`config.mk`:
```
export PLATFORM = sky130hd
export DESIGN_NAME = branch_not_overflow_exec
export DESIGN_NICKNAME = d
export VERILOG_FILES = /design/src/hw/branch_if_no_overflow_pkg.sv /design/src/hw/branch_if_no_overflow_decode.sv /design/src/hw/branch_not_overflow_exec.sv
export SDC_FILE = /design/constraint.sdc
export NUM_CORES = 1
export LEC_CHECK = 0
export BUFFER_PORTS_ARGS = -buffer_cell sky130_fd_sc_hd__buf_2
export CAP_MARGIN = 10
export CELL_PAD_IN_SITES_DETAIL_PLACEMENT = 0
export CELL_PAD_IN_SITES_GLOBAL_PLACEMENT = 1
export CORE_UTILIZATION = 47
export DETAILED_ROUTE_END_ITERATION = 8
export GPL_TIMING_DRIVEN = 0
export PLACE_DENSITY_LB_ADDON = 0.1
export SYNTH_ARGS = -nofsm -noshare
export SYNTH_HDL_FRONTEND = slang
export SYNTH_SLANG_ARGS = --single-unit
```
`constraint.sdc`:
```
create_clock -name I_MCLK -period 4.1 [get_ports I_MCLK]
set_input_delay 0.41 -clock I_MCLK [delete_from_list [all_inputs] [get_ports I_MCLK]]
set_output_delay 0.41 -clock I_MCLK [all_outputs]
set_load 0.01 [all_outputs]
```
`src/hw/branch_if_no_overflow_pkg.sv`:
```
// constants for the overflow-clear relative branch executor
// assumes one core clock, one clock edge per quarter phase of an instruction cycle
package ov_branch_pkg;
	// opcode upper byte, split in its two nibbles
	localparam logic [3:0] OPC_HI_NIB   = 4'he;
	localparam logic [3:0] OPC_LO_NIB   = 4'h5;
	localparam int         OPC_MSB      = 15;
	localparam int         OPC_LSB      = 8;
	localparam int         OFS_MSB      = 7;
	localparam int         OFS_LSB      = 0;
	localparam int         INSTR_W      = 16;
	localparam int         OFS_W        = 8;
	// quarter phases per instruction cycle
	localparam int         PHASES       = 4;
	localparam logic [1:0] PH_Q1        = 2'h0;
	localparam logic [1:0] PH_Q2        = 2'h1;
	localparam logic [1:0] PH_Q3        = 2'h2;
	localparam logic [1:0] PH_Q4        = 2'h3;
	// default program counter width and reset values
	localparam int         PC_W_DEF     = 21;
	localparam logic [7:0] OFS_RST      = 8'h00;

	typedef enum logic [1:0] {
		ST_IDLE,
		ST_EXEC,
		ST_NOP
	} seq_e;
endpackage : ov_branch_pkg

```
`src/hw/branch_if_no_overflow_decode.sv`:
```
// opcode match and offset scaling for the overflow-clear branch
// assumes a 16-bit instruction word; purely combinational
`timescale 1ns/10ps
module ov_branch_decode
	import ov_branch_pkg::*;
#(
	parameter int PC_W = ov_branch_pkg::PC_W_DEF
)
(
	// instruction word
	input  wire logic [ov_branch_pkg::INSTR_W-1:0] i_instr,
	// decode results
	output logic                                   o_match,
	output logic [PC_W-1:0]                        o_disp
);
	import ov_branch_pkg::*;

	// the sign fill below needs room for the offset and its doubling bit
	if (PC_W < OFS_W + 2)
	begin : g_pc_w_check
		$error("PC_W too small for a doubled 8-bit offset");
	end

	// upper byte must read 1110 0101
	assign o_match = (i_instr[OPC_MSB -: 4] == OPC_HI_NIB)
		&& (i_instr[OPC_LSB +: 4] == OPC_LO_NIB);

	// two's complement word offset, sign-extended then doubled into bytes
	assign o_disp = {{(PC_W-OFS_W-1){i_instr[OFS_MSB]}}, i_instr[OFS_MSB:OFS_LSB], 1'b0};
endmodule // ov_branch_decode

```
`src/hw/branch_not_overflow_exec.sv`:
```
// executor for the branch_if_no_overflow relative branch
// assumes the fetch unit offers one instruction with the already incremented
// program counter, and that the overflow flag is a steady level from the status register
`timescale 1ns/10ps
module branch_not_overflow_exec
	import ov_branch_pkg::*;
#(
	parameter int PC_W = ov_branch_pkg::PC_W_DEF
)
(
	// clock and reset
	input  wire logic                              I_MCLK,
	input  wire logic                              I_ARST_N,
	// instruction offered by fetch
	input  wire logic                              I_START,
	input  wire logic [ov_branch_pkg::INSTR_W-1:0] I_INSTR,
	input  wire logic [PC_W-1:0]                   I_PC,
	// status flag, read only
	input  wire logic                              I_OV,
	// handshake and progress
	output logic                                   O_READY,
	output logic                                   O_BUSY,
	output logic                                   O_NOP,
	output logic                                   O_DONE,
	// program counter write
	output logic                                   O_PC_WE,
	output logic [PC_W-1:0]                        O_PC_NEXT
);
	import ov_branch_pkg::*;

	// refuse widths the offset cannot fit in, at elaboration
	if (PC_W < OFS_W + 2)
	begin : g_pc_w_check
		$error("PC_W too small for a doubled 8-bit offset");
	end

	////////////////////////////////////////////////////////////////////////////
	// state

	seq_e                  state;
	logic [1:0]            phase;
	logic [INSTR_W-1:0]    instr;
	logic [PC_W-1:0]       pc_inc;
	logic                  match;
	logic [OFS_W-1:0]      offset;
	logic                  taken;
	logic [PC_W-1:0]       pc_next;
	logic                  dec_match;
	logic [PC_W-1:0]       dec_disp;
	logic                  accept;
	logic                  last_q;

	ov_branch_decode #(.PC_W(PC_W)) u_decode
	(
		.i_instr (instr),
		.o_match (dec_match),
		.o_disp  (dec_disp)
	);

	assign accept = I_START && (state == ST_IDLE);
	assign last_q = (phase == PH_Q4);

	////////////////////////////////////////////////////////////////////////////
	// sequencer: four phases per cycle, a foreign opcode leaves after Q1, one extra cycle only when taken

	always_ff @(posedge I_MCLK or negedge I_ARST_N)
	begin
		if (!I_ARST_N)
		begin
			state <= ST_IDLE;
			phase <= PH_Q1;
		end
		else
		begin
			case (state)
				ST_IDLE:
				begin
					if (accept)
					begin
						state <= ST_EXEC;
						phase <= PH_Q1;
					end
				end
				ST_EXEC:
				begin
					// a foreign opcode is dropped at decode, nothing executes
					if (phase == PH_Q1 && !dec_match)
						state <= ST_IDLE;
					else if (last_q)
					begin
						state <= taken ? ST_NOP : ST_IDLE;
						phase <= PH_Q1;
					end
					else
						phase <= phase + 2'h1;
				end
				ST_NOP:
				begin
					// phase back to Q1 so idle never rests in Q4
					if (last_q)
					begin
						state <= ST_IDLE;
						phase <= PH_Q1;
					end
					else
						phase <= phase + 2'h1;
				end
				default:
				begin
					state <= ST_IDLE;
					phase <= PH_Q1;
				end
			endcase
		end
	end

	////////////////////////////////////////////////////////////////////////////
	// capture of the offered word and incremented pc

	always_ff @(posedge I_MCLK or negedge I_ARST_N)
	begin
		if (!I_ARST_N)
		begin
			instr  <= '0;
			pc_inc <= '0;
		end
		else if (accept)
		begin
			instr  <= I_INSTR;
			pc_inc <= I_PC;
		end
	end

	////////////////////////////////////////////////////////////////////////////
	// datapath per phase

	// Q1 decode, Q2 literal
	always_ff @(posedge I_MCLK or negedge I_ARST_N)
	begin
		if (!I_ARST_N)
		begin
			match  <= 1'b0;
			offset <= OFS_RST;
		end
		else if (state == ST_EXEC)
		begin
			if (phase == PH_Q1)
				match <= dec_match;
			if (phase == PH_Q2)
				offset <= instr[OFS_MSB:OFS_LSB];
		end
		else if (state == ST_IDLE)
			match <= 1'b0;
	end

	// Q3 process: condition and target; flag sampled late so the preceding
	// instruction's overflow update has settled
	always_ff @(posedge I_MCLK or negedge I_ARST_N)
	begin
		if (!I_ARST_N)
		begin
			taken   <= 1'b0;
			pc_next <= '0;
		end
		else if (state == ST_EXEC && phase == PH_Q3)
		begin
			taken   <= match && !I_OV;
			pc_next <= pc_inc + dec_disp;
		end
		else if (state == ST_IDLE)
			taken <= 1'b0;
	end

	////////////////////////////////////////////////////////////////////////////
	// outputs; no flag output exists, so status is never written

	assign O_READY   = (state == ST_IDLE);
	assign O_BUSY    = (state != ST_IDLE);
	assign O_NOP     = (state == ST_NOP);
	assign O_PC_WE   = (state == ST_EXEC) && last_q && taken;
	assign O_PC_NEXT = pc_next;
	assign O_DONE    = last_q && ((state == ST_NOP) || (state == ST_EXEC && !taken));

	////////////////////////////////////////////////////////////////////////////
	// checks

	// write happens four edges after accept, only with overflow clear and a match
	pc_write_when_a: assert property (@(posedge I_MCLK) disable iff (!I_ARST_N)
		O_PC_WE |-> (!$past(I_OV, 1) && match))
		else $error("pc written although overflow set or no match");

	// target equals incremented pc plus doubled signed offset
	pc_target_a: assert property (@(posedge I_MCLK) disable iff (!I_ARST_N)
		O_PC_WE |-> (O_PC_NEXT == pc_inc + {{(PC_W-OFS_W-1){offset[OFS_W-1]}}, offset, 1'b0}))
		else $error("branch target wrong");

	// matching opcode always reaches Q2
	opcode_match_a: assert property (@(posedge I_MCLK) disable iff (!I_ARST_N)
		(accept && I_INSTR[OPC_MSB:OPC_LSB] == {OPC_HI_NIB, OPC_LO_NIB}) |=> ##1 O_BUSY)
		else $error("matching opcode not executed");

	// foreign opcode is dropped right after decode
	opcode_reject_a: assert property (@(posedge I_MCLK) disable iff (!I_ARST_N)
		(accept && I_INSTR[OPC_MSB:OPC_LSB] != {OPC_HI_NIB, OPC_LO_NIB}) |=> ##1 O_READY)
		else $error("foreign opcode executed");

	// untaken: done four edges after accept, taken: eight
	cycle_short_a: assert property (@(posedge I_MCLK) disable iff (!I_ARST_N)
		(accept && I_INSTR[OPC_MSB:OPC_LSB] == {OPC_HI_NIB, OPC_LO_NIB} ##3 I_OV)
		|=> O_DONE && !O_PC_WE ##1 O_READY)
		else $error("untaken branch not one cycle");

	cycle_long_a: assert property (@(posedge I_MCLK) disable iff (!I_ARST_N)
		O_PC_WE |=> O_NOP [*3] ##1 (O_NOP && O_DONE) ##1 O_READY)
		else $error("taken branch not two cycles");

	// write only in the Q4 phase of the executing cycle
	write_phase_a: assert property (@(posedge I_MCLK) disable iff (!I_ARST_N)
		O_PC_WE |-> $past(state == ST_EXEC && phase == PH_Q3))
		else $error("pc written outside Q4");

	// never a write in the nop cycle or while idle
	no_stray_write_a: assert property (@(posedge I_MCLK) disable iff (!I_ARST_N)
		(O_NOP || O_READY) |-> !O_PC_WE)
		else $error("pc written in nop or idle");

	// overflow set at the Q3 edge means no write in the following Q4
	untaken_no_write_a: assert property (@(posedge I_MCLK) disable iff (!I_ARST_N)
		($past(state == ST_EXEC && phase == PH_Q3) && $past(I_OV)) |-> !O_PC_WE)
		else $error("pc written although branch not taken");
endmodule // branch_not_overflow_exec

```
# --- Word level (Yosys, flattened, before mapping) ---
# Index checks and enable logic that the tools add are counted.
# W data, S select, Z words.
totals:
  inputBits: 41
  out_inout_bits: 26
  regBits: 64
  wordCells: 55
classes:
  mux: 14
  n_eq_ne: 11
  addsub: 2
  reduce_logical: 21
ops:
  columns: ["operator", "count"]
  rows:
  - ["$add A21 B21 Y21", 1]
  - ["$mux W2", 8]
  - ["$pmux W2 S3", 2]
  - ["$logic_and A1 B1 Y1", 9]
  - ["$eq A2 B2 Y1 const B", 3]
  - ["$ne A2 B1 Y1 const B", 3]
  - ["$reduce_bool A2 Y1", 3]
  - ["$eq A4 B3 Y1 const B", 1]
  - ["$eq A4 B4 Y1 const B", 1]
  - ["$logic_not A2 Y1", 2]
  - ["$mux W1", 4]
  - ["$reduce_and A2 Y1", 2]
  - ["$logic_not A1 Y1", 3]
  - ["$ne A3 B3 Y1 const B", 1]
  - ["$reduce_and A3 Y1", 1]
  - ["$add A2 B1 Y2 const B", 1]
  - ["$eq A2 B1 Y1 const B", 1]
  - ["$ne A2 B2 Y1 const B", 1]
  - ["$logic_or A1 B1 Y1", 1]

# --- Depth between registers and ports, before layout ---
logic_depth:
  ltp_word: 6
  mapped_depth: 8

# --- Hierarchy ---
# A second synthesis with hierarchy kept.
unflattened:
  hier_cells: 370
  area_unflattened_um2: 3827.4
by_module_without_submodules:
  columns: ["mod", "cells_per_inst", "area_per_inst_um2", "seq_area_each_um2", "n_inst"]
  rows:
  - ["branch_not_overflow_exec", 345, 3642.2, 1601.5, 1]
  - ["ov_branch_decode", 25, 185.2, 0.0, 1]

# --- Worst setup path after synthesis ---
# OpenSTA, ideal clock, no wires.
synth_timing:
  path_kind: "reg2reg"
  startpoint: "register instr[7]"
  endpoint: "register pc_next[18] (netlist: O_PC_NEXT[18])"
  slack_ns: 1.923
  path_stages_with_launch: 9
  n_path_buf: 1
  setup_ns: 0.120
  required_time_ns: 3.980
  arrival_ns: 2.057
  synth_period_minus_slack_ns: 2.177
  cell_sequence: "dfrtp_1 ha_1 clkbuf_1 inv_1 o21bai_1 a211oi_1 a211o_1 a31o_1 a31o_2"
synth_via:
  elab_chain_cells: 1
synth_rtl:
  columns: ["item", "line", "text"]
  rows:
  - ["start, declared", "branch_not_overflow_exec.sv:42", "logic [INSTR_W-1:0] instr;"]
  - ["start signal, assigned", "branch_not_overflow_exec.sv:124", "instr <= '0;"]
  - ["start signal, assigned", "branch_not_overflow_exec.sv:129", "instr <= I_INSTR;"]
  - ["$add A21 B21 Y21", "branch_not_overflow_exec.sv:168", "pc_next <= pc_inc + dec_disp;"]
  - ["end signal, assigned", "branch_not_overflow_exec.sv:168", null]
  - ["end, declared", "branch_not_overflow_exec.sv:47", "logic [PC_W-1:0] pc_next;"]
# No other way between the ends.
# A chain may end at the register's enable or synchronous reset.

# --- Final worst setup path ---
# Same ends and word-level chain as after synthesis.

==> results_dict.tcl <==
set metrics [dict create \
    max_freq_ghz 0.394 \
    maxSlewViolCount 0 \
    min_period_over_period_pct 61.9 \
    synth-edff-count 0 \
    slowest_delay_ns 0.59 \
    worst_path_max_delay_cell "dfrtp_1" \
    synthTopCellsByArea "dfrtp_1 45%, mux2_2 12%, ha_1 8.8%" \
    die_height_um 89.0 \
    place_inst 501 \
    async_reset_ff_share_pct 100 \
    io_buffers 66 \
    detail-route-antenna-nets 0 \
    combPwrFrac_pct 55.5 \
    fill_cells 698 \
    dpl_worst_slack_ns 1.60 \
    cts_root_buffer "clkbuf_8" \
    io_pins 67 \
    worstPathRequired_ns 4.34 \
    cts_tree "done" \
    hp-class "in -> async" \
    setup_viol 0 \
    grtUsageTotal_pct 22.2 \
    crit_type "reg -> reg" \
    dr.first_iter.drc_count 90 \
    yosysWarnings 0 \
    cts_sinks 64 \
    avgSynthCellArea_um2 10.6 \
    rsz0062_at_grt "false" \
    die_area_um2 7920 \
    syn_nets 403 \
    mostFrequentLayoutCells "66 x buf_2, 64 x dfrtp_1, 38 x nand2_1, 37 x mux2_2, 25 x ha_1" \
    path_max_fanout 14 \
    fin_skew_ns 0.00540 \
    worstMarginPinSlew_ns 0.812 \
    grt_overflow_total 0 \
    status "complete, no violations" \
    worstPathCellList "ha_1 -> nand3_1 -> a211oi_1 -> o2111ai_1 -> a31o_1 -> a31o_2" \
    clk_latency_ns 0.35 \
    cts_made_buffers 9 \
    ctsLongestPathBuffers 2 \
    fin_cells 517 \
    grt_pass1_vias 2691 \
    maxCapViolCount 0 \
    finalWorstSetupSlack_ns 1.56 \
    crit_arrival_ns 2.78 \
    synth.distinct_cells 50 \
    htreeDepth 3 \
    place.gp.congestion 0.804 \
    synthToLayoutAreaGrowth_pct 19.2 \
    pwr-share-seq_pct 28.5 \
    finalHoldViolations 0 \
    intPower_mw 2.20 \
    synth_area_um2 3560 \
    ir_drop_mv 0.342 \
    fin_setup_tns_ns 0 \
    nNetsFinal 480 \
    synth_cells 336 \
    ys.flop_type "dfrtp_1" \
    antenna_found_initial 0 \
    routedWlPerCell_um 15.2 \
    cts.reportedPaths.clkPinSlew_ns 0.08 \
    hpwl_um 5800 \
    p_leak_nw 2.00 \
    grt_max_degree 65 \
    via_per_inst 5.35 \
    design_power_total_mw 3.90 \
    cts_resized 0 \
    coreArea_um2 7290 \
    post_cts_buffers 0 \
    cp-start-kind "flop" \
    sw_frac_of_total_pct 43.6 \
    synth-seq-area-share_pct 45.0 \
    end_kind "flop" \
    power_density_nw_per_um2 919 \
    rows 31 \
    post-route-drc-count 0 \
    start_util_pct 48.8 \
    relSlewSlack_pct 45.9 \
    grt_pass1_wl_um 13000 \
    drt_wl_total_um 7870 \
    synth-seq-cells 64 \
    num_vias 2768 \
    drive_gt1_share_pct 30.6 \
    layout_commonest_cell "buf_2" \
    antenna_cells 0 \
    p_switching_mw 1.70 \
    fin_crit_ns 2.54 \
    die_w_um 89.0 \
    yosysTopAreaCellShare_pct 45.0 \
    dr.pass1.iters 4 \
    yosysTopAreaCell "dfrtp_1" \
    clkPwrFrac_pct 16.1 \
    hold_buffers 0 \
]
-- critical path, delay by kind of cell, from the launching register on --
kind / cells / cell delay (ns)
AO/OA/AOI/OAI: 4 / 1.21
adder cells (fa/ha/maj): 1 / 0.50
flip-flops: 1 / 0.59
AND/OR/NAND/NOR: 1 / 0.13
-- metrics by stage --
step           hold WS, ns  util (%)  instance area (um^2)
3_5_place_dp         0.459      55.1                  4020
2_1_floorplan        0.114         -                  3560
5_1_grt              0.224      58.2                  4240
6_report             0.147      58.2                  4240
3_3_place_gp         0.445      55.0                  4010
4_1_cts              0.179      58.2                  4240
-- cell families after synthesis --
group | count (synthesis) | share of synthesized area, %
AND/OR/NAND/NOR | 95 | 13.1
AO/OA/AOI/OAI | 80 | 15.5
flip-flops | 64 | 45.0
multiplexers | 40 | 12.6
adder cells (fa/ha/maj) | 26 | 9.35
buffers and inverters | 23 | 2.46
XOR/XNOR | 8 | 1.97
-- sequential cells by signal, indices dropped and copies added (netlist names) --
| name | cells |
|---|---|
| instr | 16 |
| O_PC_NEXT | 21 |
| phase | 2 |
| match | 1 |
| state | 2 |
| taken | 1 |
| pc_inc | 21 |
-- path summary, 6_finish.rpt --
check                      slack, ns  cells after the start             to        from
max                             1.56                      6  O_PC_NEXT[18]    instr[7]
min                             0.15                      1   O_PC_NEXT[3]    I_ARST_N
max reg2reg                     1.56                      6  O_PC_NEXT[18]    instr[7]
min reg2reg                     0.47                      2   O_PC_NEXT[0]   pc_inc[0]
max in group asynchronous       3.43                      1       phase[0]    I_ARST_N
min in group I_MCLK             0.28                      2       instr[6]  I_INSTR[6]
-- synth_stat cells (all sizes together) (7+ instances only) --
master and instances:
nand2 38, a21oi 22, o21a 7, ha 25
mux2 37, o21ai 16, nand3 9, dfrtp 64
nor2 12, nor3 7, clkbuf 8, inv 13
-- power groups by stage --
stage,logic (mW),clock network [mW],registers (mW)
2_1_floorplan,1.61,0,1.12
3_3_place_gp,2.12,0,1.11
3_5_place_dp,2.15,0,1.13
4_1_cts,2.17,0.642,1.11
5_1_grt,2.43,0.669,1.16
6_report,2.16,0.626,1.11
-- layer usage --
metal | track usage, % | vias to the layer above | share of wire (%)
met5 | 0 | - | 0
met4 | 10.1 | 0 | 1.7
met3 | 4.43 | 11 | 4.2
met2 | 35.1 | 67 | 46
met1 | 29.5 | 1303 | 48
li1 | - | 1387 | -
-- layout make-up --
class                           count  area, um^2  area share (%)
Buffer                             10        38.8           0.914
Clock buffer                        9         124            2.92
Clock inverter                      7         103            2.42
Inverter                           13        48.8            1.15
Multi-Input combinational cell    249        1870            44.1
Sequential cell                    64        1600            37.8
Tap cell                           99         124            2.92
Timing Repair Buffer               66         333            7.85
(Power assumes the default switching activity.)
